**src/hw/cfmc_pkg.sv**
```systemverilog
// constants shared by the configurable macrocell block
package cfmc_pkg;
  // number of storage elements held by the block
  localparam int NUM_STORE = 6;
  // storage element indices
  localparam int IDX_TWO_A = 0;
  localparam int IDX_TWO_B = 1;
  localparam int IDX_THREE_A = 2;
  localparam int IDX_THREE_B = 3;
  localparam int IDX_STORE_A = 4;
  localparam int IDX_STORE_B = 5;
  // two-input cell data field when used as storage
  localparam int TWO_MODE_BIT = 0;
  localparam int TWO_POL_BIT = 1;
  localparam int TWO_INIT_BIT = 2;
  // three-input cell data field when used as storage
  localparam int THREE_MODE_BIT = 0;
  localparam int THREE_POL_BIT = 1;
  localparam int THREE_SR_BIT = 2;
  localparam int THREE_INIT_BIT = 3;
  // standalone storage configuration field
  localparam int ALONE_MODE_BIT = 0;
  localparam int ALONE_SR_BIT = 1;
  localparam int ALONE_INIT_BIT = 2;
  // matrix input positions of a storage cell
  localparam int IN_DATA = 0;
  localparam int IN_CLK = 1;
  localparam int IN_CTL = 2;
  // function select, storage mode and set/reset encodings
  localparam logic FUNC_LUT = 1'b0;
  localparam logic FUNC_STORE = 1'b1;
  localparam logic FUNC_PATTERN = 1'b1;
  localparam logic MODE_DFF = 1'b0;
  localparam logic MODE_LATCH = 1'b1;
  localparam logic SR_RESET = 1'b0;
  // pattern generator reset index and clock input position
  localparam logic [3:0] PAT_IDX_RESET = 4'h0;
  localparam int PAT_CLK_IN = 0;
endpackage : cfmc_pkg

```
**src/hw/cfmc_macrocells.sv**
```systemverilog
// configurable lookup / flip-flop / latch / pattern macrocells
//
// Functional notes
// - two-input cell: select 0 lookup, 1 storage
// - four data bits: truth table or storage settings
// - mode bit 0 edge flop, 1 transparent latch
// - polarity bit 1 inverts the storage output
// - power-on reset holds configured initial state
// - leftover lookup bits ignored in storage use
// - three-input cell: eight-bit table or storage
// - control input high: reset if set/reset bit is 0, set if 1
// - standalone cells always storage, three settings
// - four-input cell: lookup or pattern generator
// - sixteen bits: truth table or emitted pattern
// - four-bit count sets pattern repeat length
`timescale 1ns/1ps
module cfmc_macrocells (
  // system clock, power-on reset and clock enable
  input wire logic REF_CLK,
  input wire logic RST,
  input wire logic CE,
  // two-input cell configuration
  input wire logic [3:0] CFG_TWO_A_DATA,
  input wire logic CFG_TWO_A_FUNC,
  input wire logic [3:0] CFG_TWO_B_DATA,
  input wire logic CFG_TWO_B_FUNC,
  // three-input cell configuration
  input wire logic [7:0] CFG_THREE_A_DATA,
  input wire logic CFG_THREE_A_FUNC,
  input wire logic [7:0] CFG_THREE_B_DATA,
  input wire logic CFG_THREE_B_FUNC,
  // standalone storage configuration
  input wire logic [2:0] CFG_STORE_A,
  input wire logic [2:0] CFG_STORE_B,
  // four-input cell configuration
  input wire logic [15:0] CFG_FOUR_DATA,
  input wire logic [3:0] CFG_FOUR_COUNT,
  input wire logic CFG_FOUR_FUNC,
  // matrix inputs: storage cells use bit 0 data, bit 1 clock, bit 2 set/reset control (none on two-input cells); FOUR_IN bit 0 clocks the pattern
  input wire logic [1:0] TWO_A_IN,
  input wire logic [1:0] TWO_B_IN,
  input wire logic [2:0] THREE_A_IN,
  input wire logic [2:0] THREE_B_IN,
  input wire logic [2:0] STORE_A_IN,
  input wire logic [2:0] STORE_B_IN,
  input wire logic [3:0] FOUR_IN,
  // matrix outputs
  output logic TWO_A_OUT,
  output logic TWO_B_OUT,
  output logic THREE_A_OUT,
  output logic THREE_B_OUT,
  output logic STORE_A_OUT,
  output logic STORE_B_OUT,
  output logic FOUR_OUT
);

  localparam int N = cfmc_pkg::NUM_STORE;

  // per element storage settings, gathered so one loop serves all six
  logic [N-1:0] s_data;
  logic [N-1:0] s_clk;
  logic [N-1:0] s_ctl;
  logic [N-1:0] s_mode;
  logic [N-1:0] s_pol;
  logic [N-1:0] s_sr;
  logic [N-1:0] s_init;
  logic [N-1:0] s_out;

  // two-input cells: data bits reused as settings, top bit left unread
  assign s_data[cfmc_pkg::IDX_TWO_A] = TWO_A_IN[cfmc_pkg::IN_DATA];
  assign s_clk[cfmc_pkg::IDX_TWO_A] = TWO_A_IN[cfmc_pkg::IN_CLK];
  assign s_ctl[cfmc_pkg::IDX_TWO_A] = 1'b0; // no control input on this cell
  assign s_mode[cfmc_pkg::IDX_TWO_A] = CFG_TWO_A_DATA[cfmc_pkg::TWO_MODE_BIT];
  assign s_pol[cfmc_pkg::IDX_TWO_A] = CFG_TWO_A_DATA[cfmc_pkg::TWO_POL_BIT];
  assign s_sr[cfmc_pkg::IDX_TWO_A] = cfmc_pkg::SR_RESET;
  assign s_init[cfmc_pkg::IDX_TWO_A] = CFG_TWO_A_DATA[cfmc_pkg::TWO_INIT_BIT];
  assign s_data[cfmc_pkg::IDX_TWO_B] = TWO_B_IN[cfmc_pkg::IN_DATA];
  assign s_clk[cfmc_pkg::IDX_TWO_B] = TWO_B_IN[cfmc_pkg::IN_CLK];
  assign s_ctl[cfmc_pkg::IDX_TWO_B] = 1'b0;
  assign s_mode[cfmc_pkg::IDX_TWO_B] = CFG_TWO_B_DATA[cfmc_pkg::TWO_MODE_BIT];
  assign s_pol[cfmc_pkg::IDX_TWO_B] = CFG_TWO_B_DATA[cfmc_pkg::TWO_POL_BIT];
  assign s_sr[cfmc_pkg::IDX_TWO_B] = cfmc_pkg::SR_RESET;
  assign s_init[cfmc_pkg::IDX_TWO_B] = CFG_TWO_B_DATA[cfmc_pkg::TWO_INIT_BIT];

  // three-input cells: bits above the init bit are left unread
  assign s_data[cfmc_pkg::IDX_THREE_A] = THREE_A_IN[cfmc_pkg::IN_DATA];
  assign s_clk[cfmc_pkg::IDX_THREE_A] = THREE_A_IN[cfmc_pkg::IN_CLK];
  assign s_ctl[cfmc_pkg::IDX_THREE_A] = THREE_A_IN[cfmc_pkg::IN_CTL];
  assign s_mode[cfmc_pkg::IDX_THREE_A] = CFG_THREE_A_DATA[cfmc_pkg::THREE_MODE_BIT];
  assign s_pol[cfmc_pkg::IDX_THREE_A] = CFG_THREE_A_DATA[cfmc_pkg::THREE_POL_BIT];
  assign s_sr[cfmc_pkg::IDX_THREE_A] = CFG_THREE_A_DATA[cfmc_pkg::THREE_SR_BIT];
  assign s_init[cfmc_pkg::IDX_THREE_A] = CFG_THREE_A_DATA[cfmc_pkg::THREE_INIT_BIT];
  assign s_data[cfmc_pkg::IDX_THREE_B] = THREE_B_IN[cfmc_pkg::IN_DATA];
  assign s_clk[cfmc_pkg::IDX_THREE_B] = THREE_B_IN[cfmc_pkg::IN_CLK];
  assign s_ctl[cfmc_pkg::IDX_THREE_B] = THREE_B_IN[cfmc_pkg::IN_CTL];
  assign s_mode[cfmc_pkg::IDX_THREE_B] = CFG_THREE_B_DATA[cfmc_pkg::THREE_MODE_BIT];
  assign s_pol[cfmc_pkg::IDX_THREE_B] = CFG_THREE_B_DATA[cfmc_pkg::THREE_POL_BIT];
  assign s_sr[cfmc_pkg::IDX_THREE_B] = CFG_THREE_B_DATA[cfmc_pkg::THREE_SR_BIT];
  assign s_init[cfmc_pkg::IDX_THREE_B] = CFG_THREE_B_DATA[cfmc_pkg::THREE_INIT_BIT];

  // standalone cells have no polarity setting, output is always true
  assign s_data[cfmc_pkg::IDX_STORE_A] = STORE_A_IN[cfmc_pkg::IN_DATA];
  assign s_clk[cfmc_pkg::IDX_STORE_A] = STORE_A_IN[cfmc_pkg::IN_CLK];
  assign s_ctl[cfmc_pkg::IDX_STORE_A] = STORE_A_IN[cfmc_pkg::IN_CTL];
  assign s_mode[cfmc_pkg::IDX_STORE_A] = CFG_STORE_A[cfmc_pkg::ALONE_MODE_BIT];
  assign s_pol[cfmc_pkg::IDX_STORE_A] = 1'b0;
  assign s_sr[cfmc_pkg::IDX_STORE_A] = CFG_STORE_A[cfmc_pkg::ALONE_SR_BIT];
  assign s_init[cfmc_pkg::IDX_STORE_A] = CFG_STORE_A[cfmc_pkg::ALONE_INIT_BIT];
  assign s_data[cfmc_pkg::IDX_STORE_B] = STORE_B_IN[cfmc_pkg::IN_DATA];
  assign s_clk[cfmc_pkg::IDX_STORE_B] = STORE_B_IN[cfmc_pkg::IN_CLK];
  assign s_ctl[cfmc_pkg::IDX_STORE_B] = STORE_B_IN[cfmc_pkg::IN_CTL];
  assign s_mode[cfmc_pkg::IDX_STORE_B] = CFG_STORE_B[cfmc_pkg::ALONE_MODE_BIT];
  assign s_pol[cfmc_pkg::IDX_STORE_B] = 1'b0;
  assign s_sr[cfmc_pkg::IDX_STORE_B] = CFG_STORE_B[cfmc_pkg::ALONE_SR_BIT];
  assign s_init[cfmc_pkg::IDX_STORE_B] = CFG_STORE_B[cfmc_pkg::ALONE_INIT_BIT];

  // storage elements; the matrix clock is sampled on REF_CLK, so edges
  // are seen one reference cycle late and pulses shorter than 100 ns can be lost
  genvar gi;
  generate
    for (gi = 0; gi < N; gi++) begin : g_store
      logic stored;
      logic clk_prev;
      logic next_stored;
      logic next_clk_prev;
      logic clk_rise;
      logic transparent;
      logic value;

      assign clk_rise = s_clk[gi] & ~clk_prev;
      assign transparent = (s_mode[gi] == cfmc_pkg::MODE_LATCH) & s_clk[gi];

      // present value: reset, then control override, then latch pass-through
      always_comb begin
        if (RST) begin
          value = s_init[gi];
        end else if (s_ctl[gi]) begin
          value = s_sr[gi];
        end else if (transparent) begin
          value = s_data[gi];
        end else begin
          value = stored;
        end
      end

      // next stored value; a flop captures only on a sampled rising edge
      always_comb begin
        next_clk_prev = s_clk[gi];
        if (RST) begin
          next_stored = s_init[gi];
        end else if (s_ctl[gi]) begin
          next_stored = s_sr[gi];
        end else if (transparent) begin
          next_stored = s_data[gi];
        end else if ((s_mode[gi] == cfmc_pkg::MODE_DFF) && clk_rise) begin
          next_stored = s_data[gi];
        end else begin
          next_stored = stored;
        end
      end

      // register; reset is taken even with the clock enable low
      always_ff @(posedge REF_CLK) begin
        if (CE || RST) begin
          stored <= next_stored;
          clk_prev <= next_clk_prev;
        end
      end

      assign s_out[gi] = value ^ s_pol[gi];
    end
  endgenerate

  // lookup outputs chosen by function select
  always_comb begin
    if (CFG_TWO_A_FUNC == cfmc_pkg::FUNC_LUT) begin
      TWO_A_OUT = CFG_TWO_A_DATA[TWO_A_IN];
    end else begin
      TWO_A_OUT = s_out[cfmc_pkg::IDX_TWO_A];
    end
    if (CFG_TWO_B_FUNC == cfmc_pkg::FUNC_LUT) begin
      TWO_B_OUT = CFG_TWO_B_DATA[TWO_B_IN];
    end else begin
      TWO_B_OUT = s_out[cfmc_pkg::IDX_TWO_B];
    end
    if (CFG_THREE_A_FUNC == cfmc_pkg::FUNC_LUT) begin
      THREE_A_OUT = CFG_THREE_A_DATA[THREE_A_IN];
    end else begin
      THREE_A_OUT = s_out[cfmc_pkg::IDX_THREE_A];
    end
    if (CFG_THREE_B_FUNC == cfmc_pkg::FUNC_LUT) begin
      THREE_B_OUT = CFG_THREE_B_DATA[THREE_B_IN];
    end else begin
      THREE_B_OUT = s_out[cfmc_pkg::IDX_THREE_B];
    end
    STORE_A_OUT = s_out[cfmc_pkg::IDX_STORE_A];
    STORE_B_OUT = s_out[cfmc_pkg::IDX_STORE_B];
  end

  // pattern generator: index walks 0..count and wraps
  logic [3:0] pat_idx;
  logic pat_clk_prev;
  logic [3:0] next_pat_idx;
  logic next_pat_clk_prev;
  logic pat_rise;

  assign pat_rise = FOUR_IN[cfmc_pkg::PAT_CLK_IN] & ~pat_clk_prev;

  // index held at zero in lookup use so a switch starts cleanly
  always_comb begin
    next_pat_clk_prev = FOUR_IN[cfmc_pkg::PAT_CLK_IN];
    next_pat_idx = pat_idx;
    if (RST || (CFG_FOUR_FUNC != cfmc_pkg::FUNC_PATTERN)) begin
      next_pat_idx = cfmc_pkg::PAT_IDX_RESET;
    end else if (pat_rise) begin
      if (pat_idx >= CFG_FOUR_COUNT) begin
        next_pat_idx = cfmc_pkg::PAT_IDX_RESET;
      end else begin
        next_pat_idx = pat_idx + 4'h1;
      end
    end
  end

  always_ff @(posedge REF_CLK) begin
    if (CE || RST) begin
      pat_idx <= next_pat_idx;
      pat_clk_prev <= next_pat_clk_prev;
    end
  end

  // one sixteen-bit field serves both uses
  always_comb begin
    if (CFG_FOUR_FUNC == cfmc_pkg::FUNC_LUT) begin
      FOUR_OUT = CFG_FOUR_DATA[FOUR_IN];
    end else begin
      FOUR_OUT = CFG_FOUR_DATA[pat_idx];
    end
  end

endmodule : cfmc_macrocells

```
**config.mk**
```make
export PLATFORM = sky130hd
export DESIGN_NAME = cfmc_macrocells
export DESIGN_NICKNAME = d
export VERILOG_FILES = /design/src/hw/cfmc_pkg.sv /design/src/hw/cfmc_macrocells.sv
export SDC_FILE = /design/constraint.sdc
export NUM_CORES = 1
export LEC_CHECK = 0
export ABC_AREA = 1
export BUFFER_PORTS_ARGS = -buffer_cell sky130_fd_sc_hd__clkbuf_2
export CAP_MARGIN = 20
export CELL_PAD_IN_SITES_DETAIL_PLACEMENT = 0
export CELL_PAD_IN_SITES_GLOBAL_PLACEMENT = 1
export CORE_MARGIN = 2
export CORE_UTILIZATION = 33
export CTS_CLUSTER_DIAMETER = 40
export CTS_CLUSTER_SIZE = 20
export DETAILED_ROUTE_END_ITERATION = 10
export HOLD_SLACK_MARGIN = 0.02
export PLACE_DENSITY = 0.87
export SLEW_MARGIN = 30
export SYNTH_ARGS = -nofsm -noshare
export SYNTH_HDL_FRONTEND = slang
export SYNTH_SLANG_ARGS = --single-unit
```
**constraint.sdc**
```tcl
create_clock -name REF_CLK -period 2.75 [get_ports REF_CLK]
set_input_delay 0.275 -clock REF_CLK [delete_from_list [all_inputs] [get_ports REF_CLK]]
set_output_delay 0.275 -clock REF_CLK [all_outputs]
set_load 0.05 [all_outputs]
```
==> results.md <==
* **non-filler instance count after layout** 435
* **Synth top area share** 29.1%
* **Seq cells post-synth** 17
* **setup bufs post-CTS** 0
* **Inst Count DP** 431
* **final total negative setup slack** 0 ns
* **post-cts sizing count** 0
* **number of instances in the synthesized netlist** 281
* **most frequent cells in the layout** sky130_fd_sc_hd__clkbuf_2, sky130_fd_sc_hd__nand2_1, sky130_fd_sc_hd__nor2_1
* **largest cells by area after synthesis** sky130_fd_sc_hd__edfxtp_1, sky130_fd_sc_hd__nand2_1, sky130_fd_sc_hd__nor2_1
* **mean number of vias per cell** 4.54
* **count of warnings emitted by yosys** 0
* **switching portion of total power** 35.8%
* **final number of hold-violating endpoints** 0
* **Logic pwr share** 37.8%
* **sequential cell area** 510 um^2
* **row count** 26
* **most common cell after layout, fill and taps aside** sky130_fd_sc_hd__clkbuf_2
* **final estimated routing congestion in global placement** 0.822
* **placeable core area** 0.00511 mm^2
* **global-route total usage across every layer** 15.1%
* **DRC violation total after the first TritonRoute iteration** 55
* **sequential area share after synthesis** 29.1%
* **switching power** 0.297 mW
* **Mapped Nets** 364
* **sum of routed wire length over all layers** 4410 um
* **maximum count of clock buffers along a single path** 2
* **result of the run** finished, final reports clean
* **clock slew at reported path FFs** 0.07 ns
* **tightest slew margin relative to the limit** 65.5%
* **Die Ht** 76.9 um
* **Clock power frac** 22.1%
* **post-route antenna net violation count** 0
* **peak fanout along the critical path** 12
* **final count of negative-setup-slack endpoints** 0
* **power share of the sequential group** 40.1%
* **RSZ-0062 raised after global routing** no
* **measured slew at the worst slew-check pin** 0.518 ns
* **Max VDD drop** 0.000180 V
* **number of buffers created by CTS** 3
* **Residual DRC** 0
* **count of vias placed by the detailed router** 1,977
* **leakage power of the design** 1.23 nW
* **number of H-tree levels** 1
* **FILL cells** 587
* **number of maximum-capacitance violations** 0
* **layout-stage area growth over the synthesis result** 29.5%
* **Sink Count** 17
* **HPWL reported at the end of detailed placement** 3750 um
* **largest net degree at the start of global routing** 20
* **via count of the first global-routing pass** 1,809
* **CTS tree** yes
* **number of antenna violations at the first check in global routing** 0
* **clock network latency to the later pin of the worst-skew pair** 0.25 ns
* **width of the die** 76.9 um
* **number of antenna cells inserted** 0
* **Initial DRT Pass Iterations** 4
* **upper clock frequency limit** 474 MHz
* **share of the clock period used by the worst path after layout** 76.7%
* **critical setup path kind** register to primary output
* **worst clock skew** 0.00166 ns
* **Port Buffers** 84
* **synthesized area** 0.00175 mm^2
* **max-slew violation count** 0
* **final cell utilization of the core** 44.4%
* **number of different library cells in the post-synthesis netlist** 23
* **Pint** 0.533 mW
* **final routed wire length divided by cell count** 10.1 um
* **average instance area after synthesis** 6.23 um^2
* **cell accounting for the most synthesized area** sky130_fd_sc_hd__edfxtp_1
* **global-route wire length before repair** 7540 um
* **post-route minimum period** 2.11 ns
* **critical path launch point type** register
* **clock tree root driver cell** sky130_fd_sc_hd__clkbuf_8
* **Tightest Hold Check Type** input pin to register
* **fin nets** 449
* **cell area power density** 366 mW/mm^2
* **CP endpoint kind** primary output
* **overall die area** 0.00591 mm^2
* **multi-input combinational cell area** 0.00104 mm^2
* **CP Data Required Time** 2.48 ns
* **count of hold buffers inserted by post-cts repair** 0
* **initial core utilization** 34.3%
* **share of layout cells above drive strength 1** 27.7%
* **arrival time reported for the critical path endpoint** 1.84 ns
* **Congestion Overflow GR** 0
* **I/O pin cnt** 85
[Yosys cell counts]
library cell and n:
sky130_fd_sc_hd__a21boi_0 1, sky130_fd_sc_hd__a21oi_1 20, sky130_fd_sc_hd__a21oi_2 3, sky130_fd_sc_hd__buf_4 2, sky130_fd_sc_hd__buf_6 2, sky130_fd_sc_hd__edfxtp_1 17
sky130_fd_sc_hd__ha_1 5, sky130_fd_sc_hd__inv_1 39, sky130_fd_sc_hd__inv_2 2, sky130_fd_sc_hd__inv_4 2, sky130_fd_sc_hd__nand2_1 80, sky130_fd_sc_hd__nand3_1 22
sky130_fd_sc_hd__nand3b_1 2, sky130_fd_sc_hd__nor2_1 46, sky130_fd_sc_hd__nor2_2 2, sky130_fd_sc_hd__nor2_4 2, sky130_fd_sc_hd__o211ai_1 4, sky130_fd_sc_hd__o211ai_2 2
sky130_fd_sc_hd__o21ai_0 22, sky130_fd_sc_hd__o21ai_1 2, sky130_fd_sc_hd__o21bai_1 2, sky130_fd_sc_hd__xnor2_1 1, sky130_fd_sc_hd__xor2_1 1
[flip-flops by register name, indices dropped and copies added, names as in the netlist]
| register | flops |
|---|---|
| g_store.stored | 6 |
| pat_idx | 4 |
| g_store.clk_prev | 6 |
| pat_clk_prev | 1 |
[cells by family (layout without fill, tap and decap cells)]
| family | Yosys count | count (layout) | share of synthesized area (%) |
|---|---|---|---|
| flip-flops | 17 | 17 | 29.1 |
| buffers and inverters | 47 | 131 | 11.6 |
| XOR/XNOR | 2 | 2 | 1.00 |
| AO/OA/AOI/OAI | 56 | 56 | 18.5 |
| AND/OR/NAND/NOR | 154 | 154 | 36.1 |
| adder cells (fa/ha/maj) | 5 | 5 | 3.57 |
[layout make-up]
class	count	area share, %
Multi-Input combinational cell	217	45.7
Sequential cell	17	22.5
Timing Repair Buffer	84	18.5
Inverter	43	7.34
Tap cell	70	3.86
Clock buffer	3	1.82
Clock inverter	1	0.221
[routing by layer]
metal / GRT usage (%) / wire length (um) / up-vias
met5: 0 / 0 / -
met4: 3.27 / 27 / 0
met3: 1.76 / 283 / 2
met2: 26.0 / 1960 / 69
met1: 20.2 / 2140 / 831
li1: - / - / 1075
[final timing paths]
path	startpoint	endpoint	slack, ns	cells past startpoint
max reg2reg	pat_idx[0]$_SDFFCE_PP0P_	pat_idx[1]$_SDFFCE_PP0P_	0.89	7
min	TWO_B_IN[1]	g_store[1].clk_prev$_DFFE_PP_	0.25	1
max	pat_idx[0]$_SDFFCE_PP0P_	FOUR_OUT	0.64	10
min reg2reg	g_store[0].clk_prev$_DFFE_PP_	g_store[0].stored$_DFFE_PP_	0.69	3
[stage by stage]
| stage | worst slack (ns) | instance area [um^2] | hold slack, ns | total power, mW |
|---|---|---|---|---|
| detailed placement | 0.873 | 2220 | 0.504 | 0.653 |
| global route | 0.462 | 2270 | 0.246 | 0.897 |
| finish | 0.640 | 2270 | 0.249 | 0.830 |
| CTS | 0.639 | 2270 | 0.246 | 0.841 |
| global placement | 0.875 | 2220 | 0.500 | 0.651 |
| floorplan | 0.942 | 1750 | 0.374 | 0.540 |
[power by group through the flow]
stage	clock network, mW	registers [mW]	logic [mW]
floorplan	0	0.330	0.211
global placement	0	0.337	0.314
detailed placement	0	0.338	0.315
CTS	0.192	0.332	0.317
global route	0.203	0.336	0.358
finish	0.184	0.333	0.314
[critical path, cell delays in order (launching register included)]
cell,delay [ns]
sky130_fd_sc_hd__edfxtp_1,0.58
sky130_fd_sc_hd__inv_2,0.21
sky130_fd_sc_hd__nand2_1,0.07
sky130_fd_sc_hd__nand3_1,0.08
sky130_fd_sc_hd__nand2_1,0.05
sky130_fd_sc_hd__nor2_1,0.11
sky130_fd_sc_hd__nand2_1,0.06
sky130_fd_sc_hd__nand2_1,0.07
sky130_fd_sc_hd__nand2_1,0.05
sky130_fd_sc_hd__nand2_1,0.06
sky130_fd_sc_hd__clkbuf_2,0.26
No activity file was read; power rests on OpenSTA's default activity.
